$ cat src/include/abtr_consts.svh
`ifndef ABTR_CONSTS_SVH
`define ABTR_CONSTS_SVH
`define ABTR_ADDR_ABE 2'h0
`define ABTR_ADDR_BTD 2'h1
`define ABTR_ADDR_IST 2'h2
`define ABTR_ADDR_IMK 2'h3
`define ABTR_ABE_RST 8'h00
`define ABTR_BTD_RST 8'h81
`define ABTR_BTD_WMASK 8'h9F
`define ABTR_IMK_RST 8'h00
`define ABTR_DRV_RST 4'h2
`define ABTR_BIT_OVEN 7
`define ABTR_BIT_UVEN 6
`define ABTR_BIT_MEAS 5
`define ABTR_BIT_SLCP 4
`define ABTR_BIT_CRTM 3
`define ABTR_BIT_TMPS 2
`define ABTR_BIT_EFFC 1
`define ABTR_BIT_PATH 0
`define ABTR_BIT_HID 3
`define ABTR_BIT_LOD 2
`define ABTR_BIT_BNCH 1
`define ABTR_BIT_GDD 0
`define ABTR_IRQ_OV 0
`define ABTR_IRQ_UV 1
`define ABTR_IRQ_DONE 2
`endif

$ cat src/include/abtr_pkg.sv
package abtr_pkg;
  typedef struct packed {
    logic ov_detect_enable;
    logic uv_detect_enable;
    logic eff_meas_start;
    logic slope_comp_bypass;
    logic current_meas_enable;
    logic temp_sensor_enable;
    logic eff_circuit_enable;
    logic signal_path_enable;
  } abtr_analog_en_s;
  typedef struct packed {
    logic high_side_drv_en;
    logic low_side_drv_en;
    logic switch_node_float;
    logic first_gp_pin_my;
  } abtr_drv_ctl_s;
  typedef enum logic [1:0] {
    ABTR_MEAS_IDLE = 2'b01,
    ABTR_MEAS_BUSY = 2'b10
  } abtr_meas_e;
endpackage

$ cat src/verilog/abtr_regs.sv
// Overview of operation
// - overvoltage detect enable gates overvoltage comparison; off ignores threshold.
// - undervoltage detect enable gates undervoltage comparison; off ignores threshold.
// - writing 1 starts efficiency measurement; bit reads 0 when idle.
// - slope compensation bypass 1 disables compensation, 0 enables it.
// - current measurement enable powers peak current measurement circuitry.
// - temperature sensor active only while its enable bit is 1.
// - efficiency circuit enable powers relative efficiency circuitry.
// - signal path enable turns on voltage control signal chain.
// - global driver disable resets to 1; software clears it.
// - global disable forces both drives low and floats switch node.
// - high side disable bit turns off the high side driver.
// - low side disable bit turns off the low side driver.
// - bench test enable routes buffered analog test output to pin.
// - bench bits six and five read zero, writes ignored.
// - overvoltage above threshold while enabled sets sticky flag.
// - undervoltage below threshold while enabled sets sticky flag.
//
// Local design decisions: the plain strobed port and the register addresses.
`include "abtr_consts.svh"
module abtr_regs #(
  parameter int THR_W = 8
) (
  // clock and reset
  input wire logic ref_clk_i,
  input wire logic rst_b_i,
  // register port
  input wire logic [1:0] addr_i,
  input wire logic [7:0] wdata_i,
  input wire logic wr_i,
  input wire logic rd_i,
  output logic [7:0] rdata_o,
  // analog sense
  input wire logic [THR_W-1:0] vout_sense_i,
  input wire logic [THR_W-1:0] ov_threshold_setting_i,
  input wire logic [THR_W-1:0] uv_threshold_setting_i,
  input wire logic eff_meas_done_i,
  // analog controls
  output abtr_pkg::abtr_analog_en_s analog_en_o,
  output abtr_pkg::abtr_drv_ctl_s drv_ctl_o,
  // interrupt
  output logic irq_o
);
  logic rst_sync1;
  logic rst_b;
  logic [7:0] abe;
  logic [7:0] btd;
  logic [7:0] imk;
  logic [2:0] ist;
  logic [7:0] next_rdata;
  logic ov_hit;
  logic uv_hit;
  logic ist_rd;
  abtr_pkg::abtr_meas_e meas_state;

  always_ff @(posedge ref_clk_i or negedge rst_b_i) begin
    if (!rst_b_i) begin
      rst_sync1 <= 1'b0;
      rst_b <= 1'b0;
    end else begin
      rst_sync1 <= 1'b1;
      rst_b <= rst_sync1;
    end
  end

  // start bit is stored but unused; its readback and the start output reflect the measurement state machine
  always_ff @(posedge ref_clk_i or negedge rst_b) begin
    if (!rst_b) begin
      abe <= `ABTR_ABE_RST;
    end else if (wr_i && addr_i == `ABTR_ADDR_ABE) begin
      abe <= wdata_i;
    end
  end

  always_ff @(posedge ref_clk_i or negedge rst_b) begin
    if (!rst_b) begin
      meas_state <= abtr_pkg::ABTR_MEAS_IDLE;
    end else begin
      case (meas_state)
        abtr_pkg::ABTR_MEAS_IDLE: begin
          if (wr_i && addr_i == `ABTR_ADDR_ABE && wdata_i[`ABTR_BIT_MEAS]) begin
            meas_state <= abtr_pkg::ABTR_MEAS_BUSY;
          end
        end
        abtr_pkg::ABTR_MEAS_BUSY: begin
          if (eff_meas_done_i) begin
            meas_state <= abtr_pkg::ABTR_MEAS_IDLE;
          end
        end
        default: meas_state <= abtr_pkg::ABTR_MEAS_IDLE;
      endcase
    end
  end

  // reserved bits 7 and 4 stay writable storage, 6 and 5 are not stored
  always_ff @(posedge ref_clk_i or negedge rst_b) begin
    if (!rst_b) begin
      btd <= `ABTR_BTD_RST;
    end else if (wr_i && addr_i == `ABTR_ADDR_BTD) begin
      btd <= wdata_i & `ABTR_BTD_WMASK;
    end
  end

  always_ff @(posedge ref_clk_i or negedge rst_b) begin
    if (!rst_b) begin
      imk <= `ABTR_IMK_RST;
    end else if (wr_i && addr_i == `ABTR_ADDR_IMK) begin
      imk <= wdata_i;
    end
  end

  assign ov_hit = abe[`ABTR_BIT_OVEN] && (vout_sense_i > ov_threshold_setting_i);
  assign uv_hit = abe[`ABTR_BIT_UVEN] && (vout_sense_i < uv_threshold_setting_i);
  assign ist_rd = rd_i && addr_i == `ABTR_ADDR_IST;

  // read clears, but a same-cycle event still wins
  always_ff @(posedge ref_clk_i or negedge rst_b) begin
    if (!rst_b) begin
      ist <= 3'h0;
    end else begin
      ist[`ABTR_IRQ_OV] <= ov_hit | (ist[`ABTR_IRQ_OV] & ~ist_rd);
      ist[`ABTR_IRQ_UV] <= uv_hit | (ist[`ABTR_IRQ_UV] & ~ist_rd);
      ist[`ABTR_IRQ_DONE] <= (meas_state == abtr_pkg::ABTR_MEAS_BUSY && eff_meas_done_i)
                             | (ist[`ABTR_IRQ_DONE] & ~ist_rd);
    end
  end

  always_comb begin
    next_rdata = 8'h00;
    case (addr_i)
      `ABTR_ADDR_ABE: begin
        next_rdata = abe;
        next_rdata[`ABTR_BIT_MEAS] = (meas_state == abtr_pkg::ABTR_MEAS_BUSY);
      end
      `ABTR_ADDR_BTD: next_rdata = btd;
      `ABTR_ADDR_IST: next_rdata = {5'h00, ist};
      `ABTR_ADDR_IMK: next_rdata = imk;
      default: next_rdata = 8'h00;
    endcase
  end

  always_ff @(posedge ref_clk_i or negedge rst_b) begin
    if (!rst_b) begin
      rdata_o <= 8'h00;
    end else begin
      rdata_o <= rd_i ? next_rdata : 8'h00;
    end
  end

  always_ff @(posedge ref_clk_i or negedge rst_b) begin
    if (!rst_b) begin
      irq_o <= 1'b0;
    end else begin
      irq_o <= |(ist & imk[2:0]);
    end
  end

  // drive outputs registered so the gates never see a decode glitch
  always_ff @(posedge ref_clk_i or negedge rst_b) begin
    if (!rst_b) begin
      analog_en_o <= '0;
      drv_ctl_o <= `ABTR_DRV_RST;
    end else begin
      analog_en_o.ov_detect_enable <= abe[`ABTR_BIT_OVEN];
      analog_en_o.uv_detect_enable <= abe[`ABTR_BIT_UVEN];
      analog_en_o.eff_meas_start <= (meas_state == abtr_pkg::ABTR_MEAS_BUSY);
      analog_en_o.slope_comp_bypass <= abe[`ABTR_BIT_SLCP];
      analog_en_o.current_meas_enable <= abe[`ABTR_BIT_CRTM];
      analog_en_o.temp_sensor_enable <= abe[`ABTR_BIT_TMPS];
      analog_en_o.eff_circuit_enable <= abe[`ABTR_BIT_EFFC];
      analog_en_o.signal_path_enable <= abe[`ABTR_BIT_PATH];
      drv_ctl_o.high_side_drv_en <= ~btd[`ABTR_BIT_GDD] & ~btd[`ABTR_BIT_HID];
      drv_ctl_o.low_side_drv_en <= ~btd[`ABTR_BIT_GDD] & ~btd[`ABTR_BIT_LOD];
      drv_ctl_o.switch_node_float <= btd[`ABTR_BIT_GDD];
      drv_ctl_o.first_gp_pin_my <= btd[`ABTR_BIT_BNCH];
    end
  end
endmodule

$ cat config.mk
export PLATFORM = sky130hd
export DESIGN_NAME = abtr_regs
export DESIGN_NICKNAME = d
export VERILOG_FILES = /design/src/include/abtr_pkg.sv /design/src/verilog/abtr_regs.sv
export VERILOG_INCLUDE_DIRS = /design/src /design/src/include
export SDC_FILE = /design/constraint.sdc
export NUM_CORES = 1
export LEC_CHECK = 0
export BUFFER_PORTS_ARGS = -buffer_cell sky130_fd_sc_hd__buf_2
export CORE_MARGIN = 5
export CORE_UTILIZATION = 39
export DETAILED_ROUTE_END_ITERATION = 8
export PLACE_DENSITY = 0.71
export SLEW_MARGIN = 30
export SYNTH_ARGS = -nofsm -noshare
export SYNTH_HDL_FRONTEND = slang
export SYNTH_SLANG_ARGS = --single-unit
$ cat constraint.sdc
create_clock -name ref_clk_i -period 1.9 [get_ports ref_clk_i]
set_clock_uncertainty 0.2 [all_clocks]
set_input_delay 0.475 -clock ref_clk_i [delete_from_list [all_inputs] [get_ports ref_clk_i]]
set_output_delay 0.475 -clock ref_clk_i [all_outputs]
set_load 0.005 [all_outputs]
==> flow_summary_export.csv, run 1 <==
group,metric,value,unit
final_layout,final_cell_area,0.00274,mm²
worst_setup_path,worstPathMaxFanout,2,
routing,wl_per_cell,13.7,µm
power_and_ir_drop,p_leak,1.39,nW
routing,firstDrtPassIters,4,
yosys,ys_ff_latch,49,
power_and_ir_drop,clkPwrFrac,29.4,%
routing,wl_met3,248,µm
floorplanning,dieHeight,85.8,µm
final_layout,fill_cells,495,
yosys,avgSynthCellArea,13.3,µm²
timing,finalHoldViolations,0,
power_and_ir_drop,pwr-share-comb,17.6,%
final_layout,diodes,0,
yosys,syn_nets,222,
routing,route.met2.wl,2.16,mm
yosys,ys_seq_area_share,55.0,%
worst_hold_path,hold_class,"reg -> async",
cts,clock_latency,290,ps
placement,place_area,0.00261,mm²
power_and_ir_drop,intPower,1.87,mW
timing,slew_headroom,62.5,%
global_route,gr-total-overflow,0,
cts,cts_max_path_buffers,2,
worst_setup_path,worstSetupEndpointType,"flop",
routing,wl,4.22,mm
cts,cts.sinks,49,
timing,postLayoutSetupSlackWorst,267,ps
timing,max_freq,612,MHz
final_layout,drive_gt1_share,44.1,%
yosys,ys_types,37,
yosys,synth_edf_count,0,
placement,hpwl,3.36,mm
yosys,synth.most_common_cell,"dfrtp_1",
worst_setup_path,required,1880,ps
timing,maxSlewViolCount,0,
timing,hold_slack,142,ps
floorplanning,start_util,40.4,%
routing,routed-via-count,1474,
floorplanning,die_width,85.8,µm
yosys,synth.top_cells.by_area,"dfrtp_1, ha_1, mux2_2",
cts,cts_buffers,5,
global_route,grt.total_usage,12.2,%
cts,cts_resized,0,
power_and_ir_drop,switching_share,24.2,%
timing,min_period_over_period,85.9,%
worst_setup_path,r2r_cells,2,
routing,drt_iter0_markers,34,
yosys,netlist_instances,168,
cts,path_clk_slew,90,ps
yosys,yosys.area.top_type,"dfrtp_1",
power_and_ir_drop,power_density,902,mW/mm²
global_route,grt_pass1_vias,1543,
worst_setup_path,worstSetupStartpointType,"input pin",
yosys,synth_area,0.00224,mm²
placement,io_buffers,59,
routing,routed_via_density,4.79,
final_layout,fin_util,49.4,%
flow_run,cap_violations,0,
power_and_ir_drop,p_switching,0.597,mW
yosys,synth-warning-count,0,
yosys,yosys-top-cells-count,"dfrtp_1, inv_1, ha_1",
floorplanning,io_pins,60,
floorplanning,die_area,0.00735,mm²
power_and_ir_drop,power,2.47,mW
routing,top_layer,"met4",
timing,rsz0062_at_grt,"no",
routing,drc,0,
yosys,synthFlopType,"dfrtp_1",
final_layout,syn_to_final_growth,22.2,%
power_and_ir_drop,power_frac_seq,53.0,%
routing,wl_met1,1.73,mm
outcome,outcome,"complete, no violations",
timing,period_needed,1630,ps
global_route,antenna_found_initial,0,
power_and_ir_drop,peakVddDrop,0.481,mV
final_layout,fin_nets,289,
global_route,grt_max_degree,48,
placement,post-place-ws,-33.9,ps
timing,worst_pin_slew,562,ps
floorplanning,core_area,0.00554,mm²
cts,cts_max_level,2,
placement,place_congestion,0.726,
cts,root_buffer,"clkbuf_8",
cts,cts_tree,"yes",
worst_setup_path,cp.arrival,1620,ps
yosys,netlist.area_leader.share,50.3,%
worst_setup_path,critPathKind,"in -> reg",
timing,finalSetupViolations,0,
global_route,grt_pass1_wl,7.05,mm
routing,ant_nets,0,
yosys,synthArstFlopShare,100,%
floorplanning,num_rows,27,
-- cell usage in the layout (no fill, tap or decap), drive strengths merged, types with 3 or more instances in the layout --
cell type / netlist / final
a21oi: 4 / 4
and2: 7 / 7
buf: 4 / 63
clkbuf: 0 / 6
dfrtp: 45 / 45
dfstp: 4 / 4
ha: 15 / 15
inv: 18 / 18
mux2: 21 / 21
mux2i: 3 / 3
mux4: 3 / 3
nand2: 3 / 3
nand2b: 3 / 3
nand3: 9 / 9
nor2: 3 / 3
o21ai: 5 / 5
-- path summary, 6_finish.rpt --
check                                      from           end  slack [ps]
worst max-delay path            vout_sense_i[7]        ist[0]         270
worst max register to register           ist[2]    rdata_o[2]         540
worst min-delay path                      rst_b  drv_ctl_o[0]         140
max in group asynchronous                 rst_b        btd[7]         970
min in group ref_clk_i                rst_sync1         rst_b         160
worst min register to register            rst_b  drv_ctl_o[0]         140
-- sequential cells by signal (all words and copies together), names as in the netlist --
signal / cells
abe: 7
meas_state: 2
imk: 8
ist: 3
rdata_o: 8
btd: 6
irq_o: 1
drv_ctl_o: 4
analog_en_o: 8
rst_b: 1
rst_sync1: 1
-- metrics by stage --
step | instances | setup TNS (ps)
after CTS | 308 | 0
after detailed placement | 299 | -42.5
after global placement | 299 | -49.9
after floorplan | 168 | 0
final | 308 | 0
after global routing | 308 | 0
-- critical path, stage by stage --
cell	delay, ps
buf_2	110
ha_1	290
nand4_1	130
o21ai_0	250
a211oi_1	80
a211o_1	270
-- cell families (layout without fill, tap and decap cells) --
| kind of cell | count (synthesis) | after routing | share of synthesized area (%) |
|---|---|---|---|
| compound gates | 24 | 24 | 7.32 |
| fa+ha+maj | 15 | 15 | 8.38 |
| buf+inv | 22 | 90 | 4.86 |
| flops | 49 | 49 | 55.0 |
| mux | 27 | 27 | 16.1 |
| other cells | 1 | 1 | 0.168 |
| simple gates | 30 | 30 | 8.16 |
-- layer usage --
metal  track usage, %  up-vias
li1                 -      726
met1             14.3      709
met2             21.3       32
met3             3.84        7
met4             4.17        0
met5                0        -
-- power by group through the flow --
stage	logic, mW	clock network [mW]	registers [mW]
detailed placement	0.444	0	1.33
global route	0.489	0.791	1.33
finish	0.434	0.726	1.31
floorplan	0.249	0	1.33
CTS	0.448	0.748	1.31
global placement	0.434	0	1.32
-- cell type report --
type	count	area (µm²)	area share, %
clock buffers	6	72.6	2.65
clock inverters	2	38.8	1.42
inverters	18	67.6	2.47
multi-input cells	97	898	32.8
flip-flops and latches	49	1230	45.1
well taps	72	90.1	3.29
repair buffers	64	335	12.3
-- what timing repair did --
item                                   in CTS  in global routing
setup buffers                               0                  0
hold buffers                                1                  0
endpoints found under the hold margin       2                  0
(Power assumes the default switching activity.)
==> run 2: changes to the inputs <==
- CTS_BUF_LIST: not set -> sky130_fd_sc_hd__clkbuf_8
- clock period: 1.9 -> 1.8 ns (I/O delays scaled with it)
==> run 2 against run 1 <==
Effect of this change: worst hold slack lost 67 ps; count of clock-buffer cells in the layout shrank 1; register-to-register slack lost 70 ps; critical endpoint is now ist[1]; die area is the same; routed wire length grew 2.7%.
==> flow_summary_export.csv, run 2 (synthesis gave the netlist of run 1 again) <==
group,metric,value,unit
routing,routed_via_density,4.78,
cts,cts_tree,"yes",
routing,wl,4.34,mm
global_route,gr-total-overflow,0,
timing,finalHoldViolations,0,
power_and_ir_drop,p_leak,1.43,nW
placement,io_buffers,59,
global_route,antenna_found_initial,0,
cts,root_buffer,"clkbuf_8",
timing,worst_pin_slew,557,ps
final_layout,fill_cells,509,
routing,wl_met1,1.82,mm
floorplanning,num_rows,27,
final_layout,top_regs,"analog_en_o (8), imk (8), rdata_o (8)",
final_layout,syn_to_final_growth,25.2,%
timing,min_period_over_period,87.7,%
worst_setup_path,crit_end,"ist[1]",
floorplanning,io_pins,60,
worst_setup_path,critPathKind,"in -> reg",
timing,hold_slack,74.6,ps
power_and_ir_drop,power_density,930,mW/mm²
timing,period_needed,1580,ps
timing,postLayoutSetupSlackWorst,221,ps
worst_setup_path,cp.depth,5,
routing,wl_per_cell,13.8,µm
routing,drc,0,
final_layout,fin_nets,296,
worst_hold_path,hold_class,"reg -> async",
timing,maxSlewViolCount,0,
power_and_ir_drop,peakVddDrop,0.371,mV
power_and_ir_drop,power,2.61,mW
routing,routed-via-count,1507,
outcome,outcome,"complete, no violations",
worst_setup_path,startpoint,"vout_sense_i[1]",
routing,drt_iter0_markers,49,
final_layout,diodes,0,
global_route,grt_max_degree,32,
global_route,grt_pass1_vias,1572,
cts,clock_latency,300,ps
timing,slew_headroom,61.9,%
flow_run,cap_violations,0,
routing,route.met2.wl,2.22,mm
timing,finalSetupViolations,0,
placement,hpwl,3.44,mm
routing,wl_met3,241,µm
worst_setup_path,worstSetupEndpointType,"flop",
placement,place_congestion,0.740,
final_layout,multi_input_area,898,µm²
floorplanning,die_area,0.00735,mm²
worst_setup_path,cp.arrival,1630,ps
floorplanning,die_width,85.8,µm
timing,rsz0062_at_grt,"no",
cts,cts_buffers,5,
cts,cts_max_level,2,
floorplanning,dieHeight,85.8,µm
cts,cts.sinks,49,
final_layout,seq_area,0.00123,mm²
final_layout,layout_common_cells,"buf_2, dfrtp_1, inv_1",
cts,post_cts_buffers,0,
worst_setup_path,required,1850,ps
placement,post-place-ws,-106,ps
final_layout,drive_gt1_share,44.9,%
cts,cts_max_path_buffers,2,
cts,hold_buffers,3,
worst_setup_path,worstSetupStartpointType,"input pin",
routing,firstDrtPassIters,5,
cts,path_clk_slew,90,ps
worst_setup_path,crit_path_top_delay_cell,"a2111oi_0",
placement,dp.cells,304,
worst_setup_path,r2r_cells,2,
worst_setup_path,r2r-start,"ist[2]",
final_layout,fin_cells,315,
global_route,grt_pass1_wl,7.40,mm
worst_setup_path,worstPathMaxFanout,2,
worst_setup_path,timing.rr.end,"rdata_o[2]",
final_layout,layout_commonest_cell,"buf_2",
routing,ant_nets,0,
cts,cts_resized,0,
timing,max_freq,633,MHz
worst_setup_path,cpLargestDelayFamily,"compound AO/OA/AOI/OAI gates",
floorplanning,start_util,40.4,%
worst_setup_path,crit_buf_inv,1,
worst_setup_path,crit_chain,"buf_2 -> ha_1 -> a2111oi_0 -> o211ai_1 -> nand2_1",
floorplanning,core_area,0.00554,mm²
routing,top_layer,"met4",
worst_setup_path,cpPeakStageDelay,530,ps
global_route,grt.total_usage,13.1,%
worst_setup_path,r2r_setup_slack,470,ps
==> run 2: worst min path at each step <==
stage | startpoint | to | slack, ps | cells past startpoint
final | rst_b | drv_ctl_o[1] | 70 | 0
after global routing | rst_b | drv_ctl_o[1] | 90 | 0
after CTS | rst_b | drv_ctl_o[1] | 80 | 0
after detailed placement | rst_b | drv_ctl_o[2] | -6 | 0
after global placement | rst_b | drv_ctl_o[2] | -4 | 0
after floorplan | rst_b_i | rst_b | -50 | 0
==> run 2: worst reg2reg max path, stage by stage (launching register included) <==
cell     delay, ps
dfrtp_1        420
mux4_2         460
and2_1         160
==> run 2: area by class of cell <==
type | instances | area share [%]
clock buffer | 5 | 2.46
clock inverter | 3 | 1.38
inverter | 18 | 2.41
multi-input combinational | 97 | 32.1
sequential | 49 | 44.0
tap | 72 | 3.22
timing repair buffer | 71 | 14.5
==> run 2: report_power, final <==
| part | leakage, nW | switching (mW) | internal [mW] | total [mW] |
|---|---|---|---|---|
| Clock | 0.0593 | 0.347 | 0.407 | 0.754 |
| Combinational | 0.782 | 0.191 | 0.282 | 0.473 |
| Sequential | 0.589 | 0.0922 | 1.29 | 1.38 |
==> run 2: per-layer routing <==
layer / vias up / track usage (%)
li1: 741 / -
met1: 728 / 16.1
met2: 30 / 21.7
met3: 8 / 4.51
met4: 0 / 3.88
met5: - / 0
==> run 2: stage by stage <==
step                      cell area [µm²]  util [%]  setup TNS (ps)
after CTS                            2800      50.6               0
after floorplan                      2240         -               0
after global placement               2660      48.1            -165
final                                2800      50.6               0
after detailed placement             2660      48.1            -165
after global routing                 2800      50.6               0
==> run 3: changes to the inputs <==
- ABC_AREA: not set -> 1
- clock period: 1.8 -> 1.6 ns (I/O delays scaled with it)
==> run 3 against run 2 <==
Effect of this change: global-route usage is 0.63 points higher; cell area is 2.2% higher; register-to-register slack worse by 300 ps; synthesized cell count is 46% higher; highest routed layer unchanged; largest cell class unchanged; clock power is 12% higher; die area is 2.5% higher; critical path depth is 4 lower; total power is 10% higher; utilization is 1.3 points lower; combinational power is 8.0% higher; first-iteration DRC count is 49% higher.
==> flow_summary_export.csv, run 3 <==
group,metric,value,unit
cts,cts_buffers,5,
worst_hold_path,hold_class,"in -> reg",
worst_setup_path,worstSetupEndpointType,"output pin",
final_layout,fill_cells,570,
power_and_ir_drop,p_leak,1.64,nW
yosys,synthXorXnorAreaFrac,0,%
routing,drc,0,
cts,cts.sinks,49,
final_layout,fin_nets,372,
worst_setup_path,cpPeakStageDelay,520,ps
power_and_ir_drop,p_switching,0.761,mW
final_layout,layout_common_cells,"nand2_1, buf_2, dfrtp_1",
yosys,synth.top_cells.by_area,"dfrtp_1, nand2_1, ha_1",
final_layout,fin_cells,394,
worst_setup_path,crit_chain,"buf_2",
yosys,synth-warning-count,0,
global_route,grt_pass1_vias,1842,
floorplanning,io_pins,60,
final_layout,diodes,0,
worst_setup_path,required,1000,ps
final_layout,layout_commonest_cell,"nand2_1",
worst_setup_path,worstPathMaxFanout,1,
global_route,gr-total-overflow,0,
timing,max_freq,661,MHz
routing,drt_iter0_markers,73,
yosys,yosys-top-cells-count,"nand2_1, dfrtp_1, inv_1",
placement,place_congestion,0.865,
yosys,synth-compound-area-share,11.9,%
yosys,synthSimpleGateAreaFrac,17.2,%
cts,post_cts_buffers,0,
global_route,grt_pass1_wl,8.09,mm
power_and_ir_drop,peakVddDrop,0.381,mV
final_layout,syn_to_final_growth,24.4,%
timing,min_period_over_period,94.6,%
floorplanning,num_rows,28,
final_layout,fin_util,49.2,%
floorplanning,die_area,0.00754,mm²
worst_setup_path,r2r_setup_slack,170,ps
timing,finalSetupViolations,0,
cts,cts_resized,0,
global_route,grt_max_degree,16,
worst_setup_path,crit_buf_inv,1,
routing,wl_per_cell,12.3,µm
worst_setup_path,worstSetupStartpointType,"flop",
yosys,synth_top_family_by_area,"simple AND/OR/NAND/NOR gates",
routing,wl,4.85,mm
final_layout,multi_input_area,876,µm²
yosys,avgSynthCellArea,9.35,µm²
yosys,synthAdderAreaFrac,8.16,%
power_and_ir_drop,power_frac_seq,52.8,%
yosys,synth_edf_count,0,
yosys,ys_seq_area_share,53.5,%
yosys,synthArstFlopShare,100,%
floorplanning,start_util,39.6,%
power_and_ir_drop,intPower,2.12,mW
placement,hpwl,3.84,mm
floorplanning,dieHeight,86.8,µm
outcome,outcome,"complete, no violations",
routing,routed-via-count,1789,
power_and_ir_drop,power_density,1010,mW/mm²
yosys,synthFlopType,"dfrtp_1",
timing,period_needed,1510,ps
worst_setup_path,cp.arrival,910,ps
cts,root_buffer,"clkbuf_8",
global_route,antenna_found_initial,0,
routing,routed_via_density,4.54,
worst_setup_path,crit_path_top_delay_cell,"dfstp_2",
yosys,ys_types,26,
cts,cts_max_level,2,
cts,cts_tree,"yes",
routing,ant_nets,0,
yosys,synth.most_common_cell,"nand2_1",
timing,rsz0062_at_grt,"no",
worst_setup_path,cpLargestDelayFamily,"flip-flops",
routing,firstDrtPassIters,4,
global_route,grt.total_usage,13.7,%
yosys,ys_ff_latch,49,
floorplanning,die_width,86.8,µm
placement,dp.cells,384,
placement,io_buffers,59,
cts,cts_max_path_buffers,2,
worst_setup_path,critPathKind,"reg -> out",
yosys,netlist.area_leader.share,48.9,%
flow_run,cap_violations,0,
cts,path_clk_slew,80,ps
yosys,netlist_instances,246,
cts,clock_latency,300,ps
yosys,yosys.area.top_type,"dfrtp_1",
power_and_ir_drop,pwr-share-comb,17.8,%
power_and_ir_drop,switching_share,26.4,%
power_and_ir_drop,clkPwrFrac,29.4,%
timing,maxSlewViolCount,0,
floorplanning,core_area,0.00582,mm²
final_layout,top_regs,"analog_en_o (8), imk (8), rdata_o (8)",
yosys,synth_area,0.00230,mm²
final_layout,seq_area,0.00123,mm²
yosys,muxShareOfSynthArea,0.653,%
final_layout,drive_gt1_share,32.9,%
cts,hold_buffers,2,
timing,finalHoldViolations,0,
yosys,syn_nets,300,
[run 3: changes by cell type in the layout (fill, tap and decap cells not counted), moves of 8 or more]
cell | before | now
inv_1 | 19 | 39
mux2_2 | 14 | 0
nand2_1 | 3 | 75
nor2_1 | 2 | 10
o21ai_2 | 0 | 17
[run 3: per-stage QoR]
step | TNS [ps] | setup WS (ps) | area (µm²) | power, mW | hold slack, ps
6_report | 0 | 86.8 | 2860 | 2.88 | 104
5_1_grt | 0 | 53.0 | 2860 | 3.06 | 92.3
4_1_cts | 0 | 76.7 | 2860 | 2.91 | 95.6
3_5_place_dp | -0.206 | -0.206 | 2740 | 2.06 | -19.3
3_3_place_gp | 0 | 57.0 | 2740 | 2.04 | -25.6
2_1_floorplan | 0 | 200 | 2300 | 1.83 | -95.6
[run 3: path summary, 6_finish.rpt]
check | from | to | cells after the start
setup / recovery | drv_ctl_o[1] | drv_ctl_o[1] | 1
hold / removal | wdata_i[5] | meas_state[0] | 2
setup reg to reg | rst_b | drv_ctl_o[2] | 1
hold reg to reg | rst_b | imk[3] | 1
max in group asynchronous | rst_b | drv_ctl_o[2] | 1
min in group asynchronous | rst_b | imk[3] | 1
[run 3: final cells by class]
class,count,area share (%)
Multi-Input combinational cell,152,30.6
Inverter,42,5.59
Timing Repair Buffer,68,13.7
Sequential cell,49,43.1
Clock buffer,5,2.40
Clock inverter,3,1.35
Tap cell,75,3.28
[run 3: logic make-up (layout without fill, tap and decap cells)]
family	Yosys count	after routing
AO/OA/AOI/OAI	39	39
buffers and inverters	45	118
AND/OR/NAND/NOR	96	96
multiplexers	1	1
flip-flops	49	49
other	1	1
adder cells (fa/ha/maj)	15	15
[run 3: routing by layer]
metal | vias up | track usage (%) | routed length, µm
li1 | 910 | - | -
met1 | 831 | 16.3 | 2030
met3 | 7 | 3.90 | 272
met4 | 0 | 4.39 | 81
met2 | 41 | 23.7 | 2470
met5 | - | 0 | 0
[run 3: power by group through the flow]
stage               Sequential (mW)  Combinational (mW)  Clock [mW]
finish                         1.52               0.511       0.847
global route                   1.55               0.588       0.928
CTS                            1.52               0.522       0.867
detailed placement             1.55               0.511           0
global placement               1.55               0.494           0
floorplan                      1.54               0.283           0
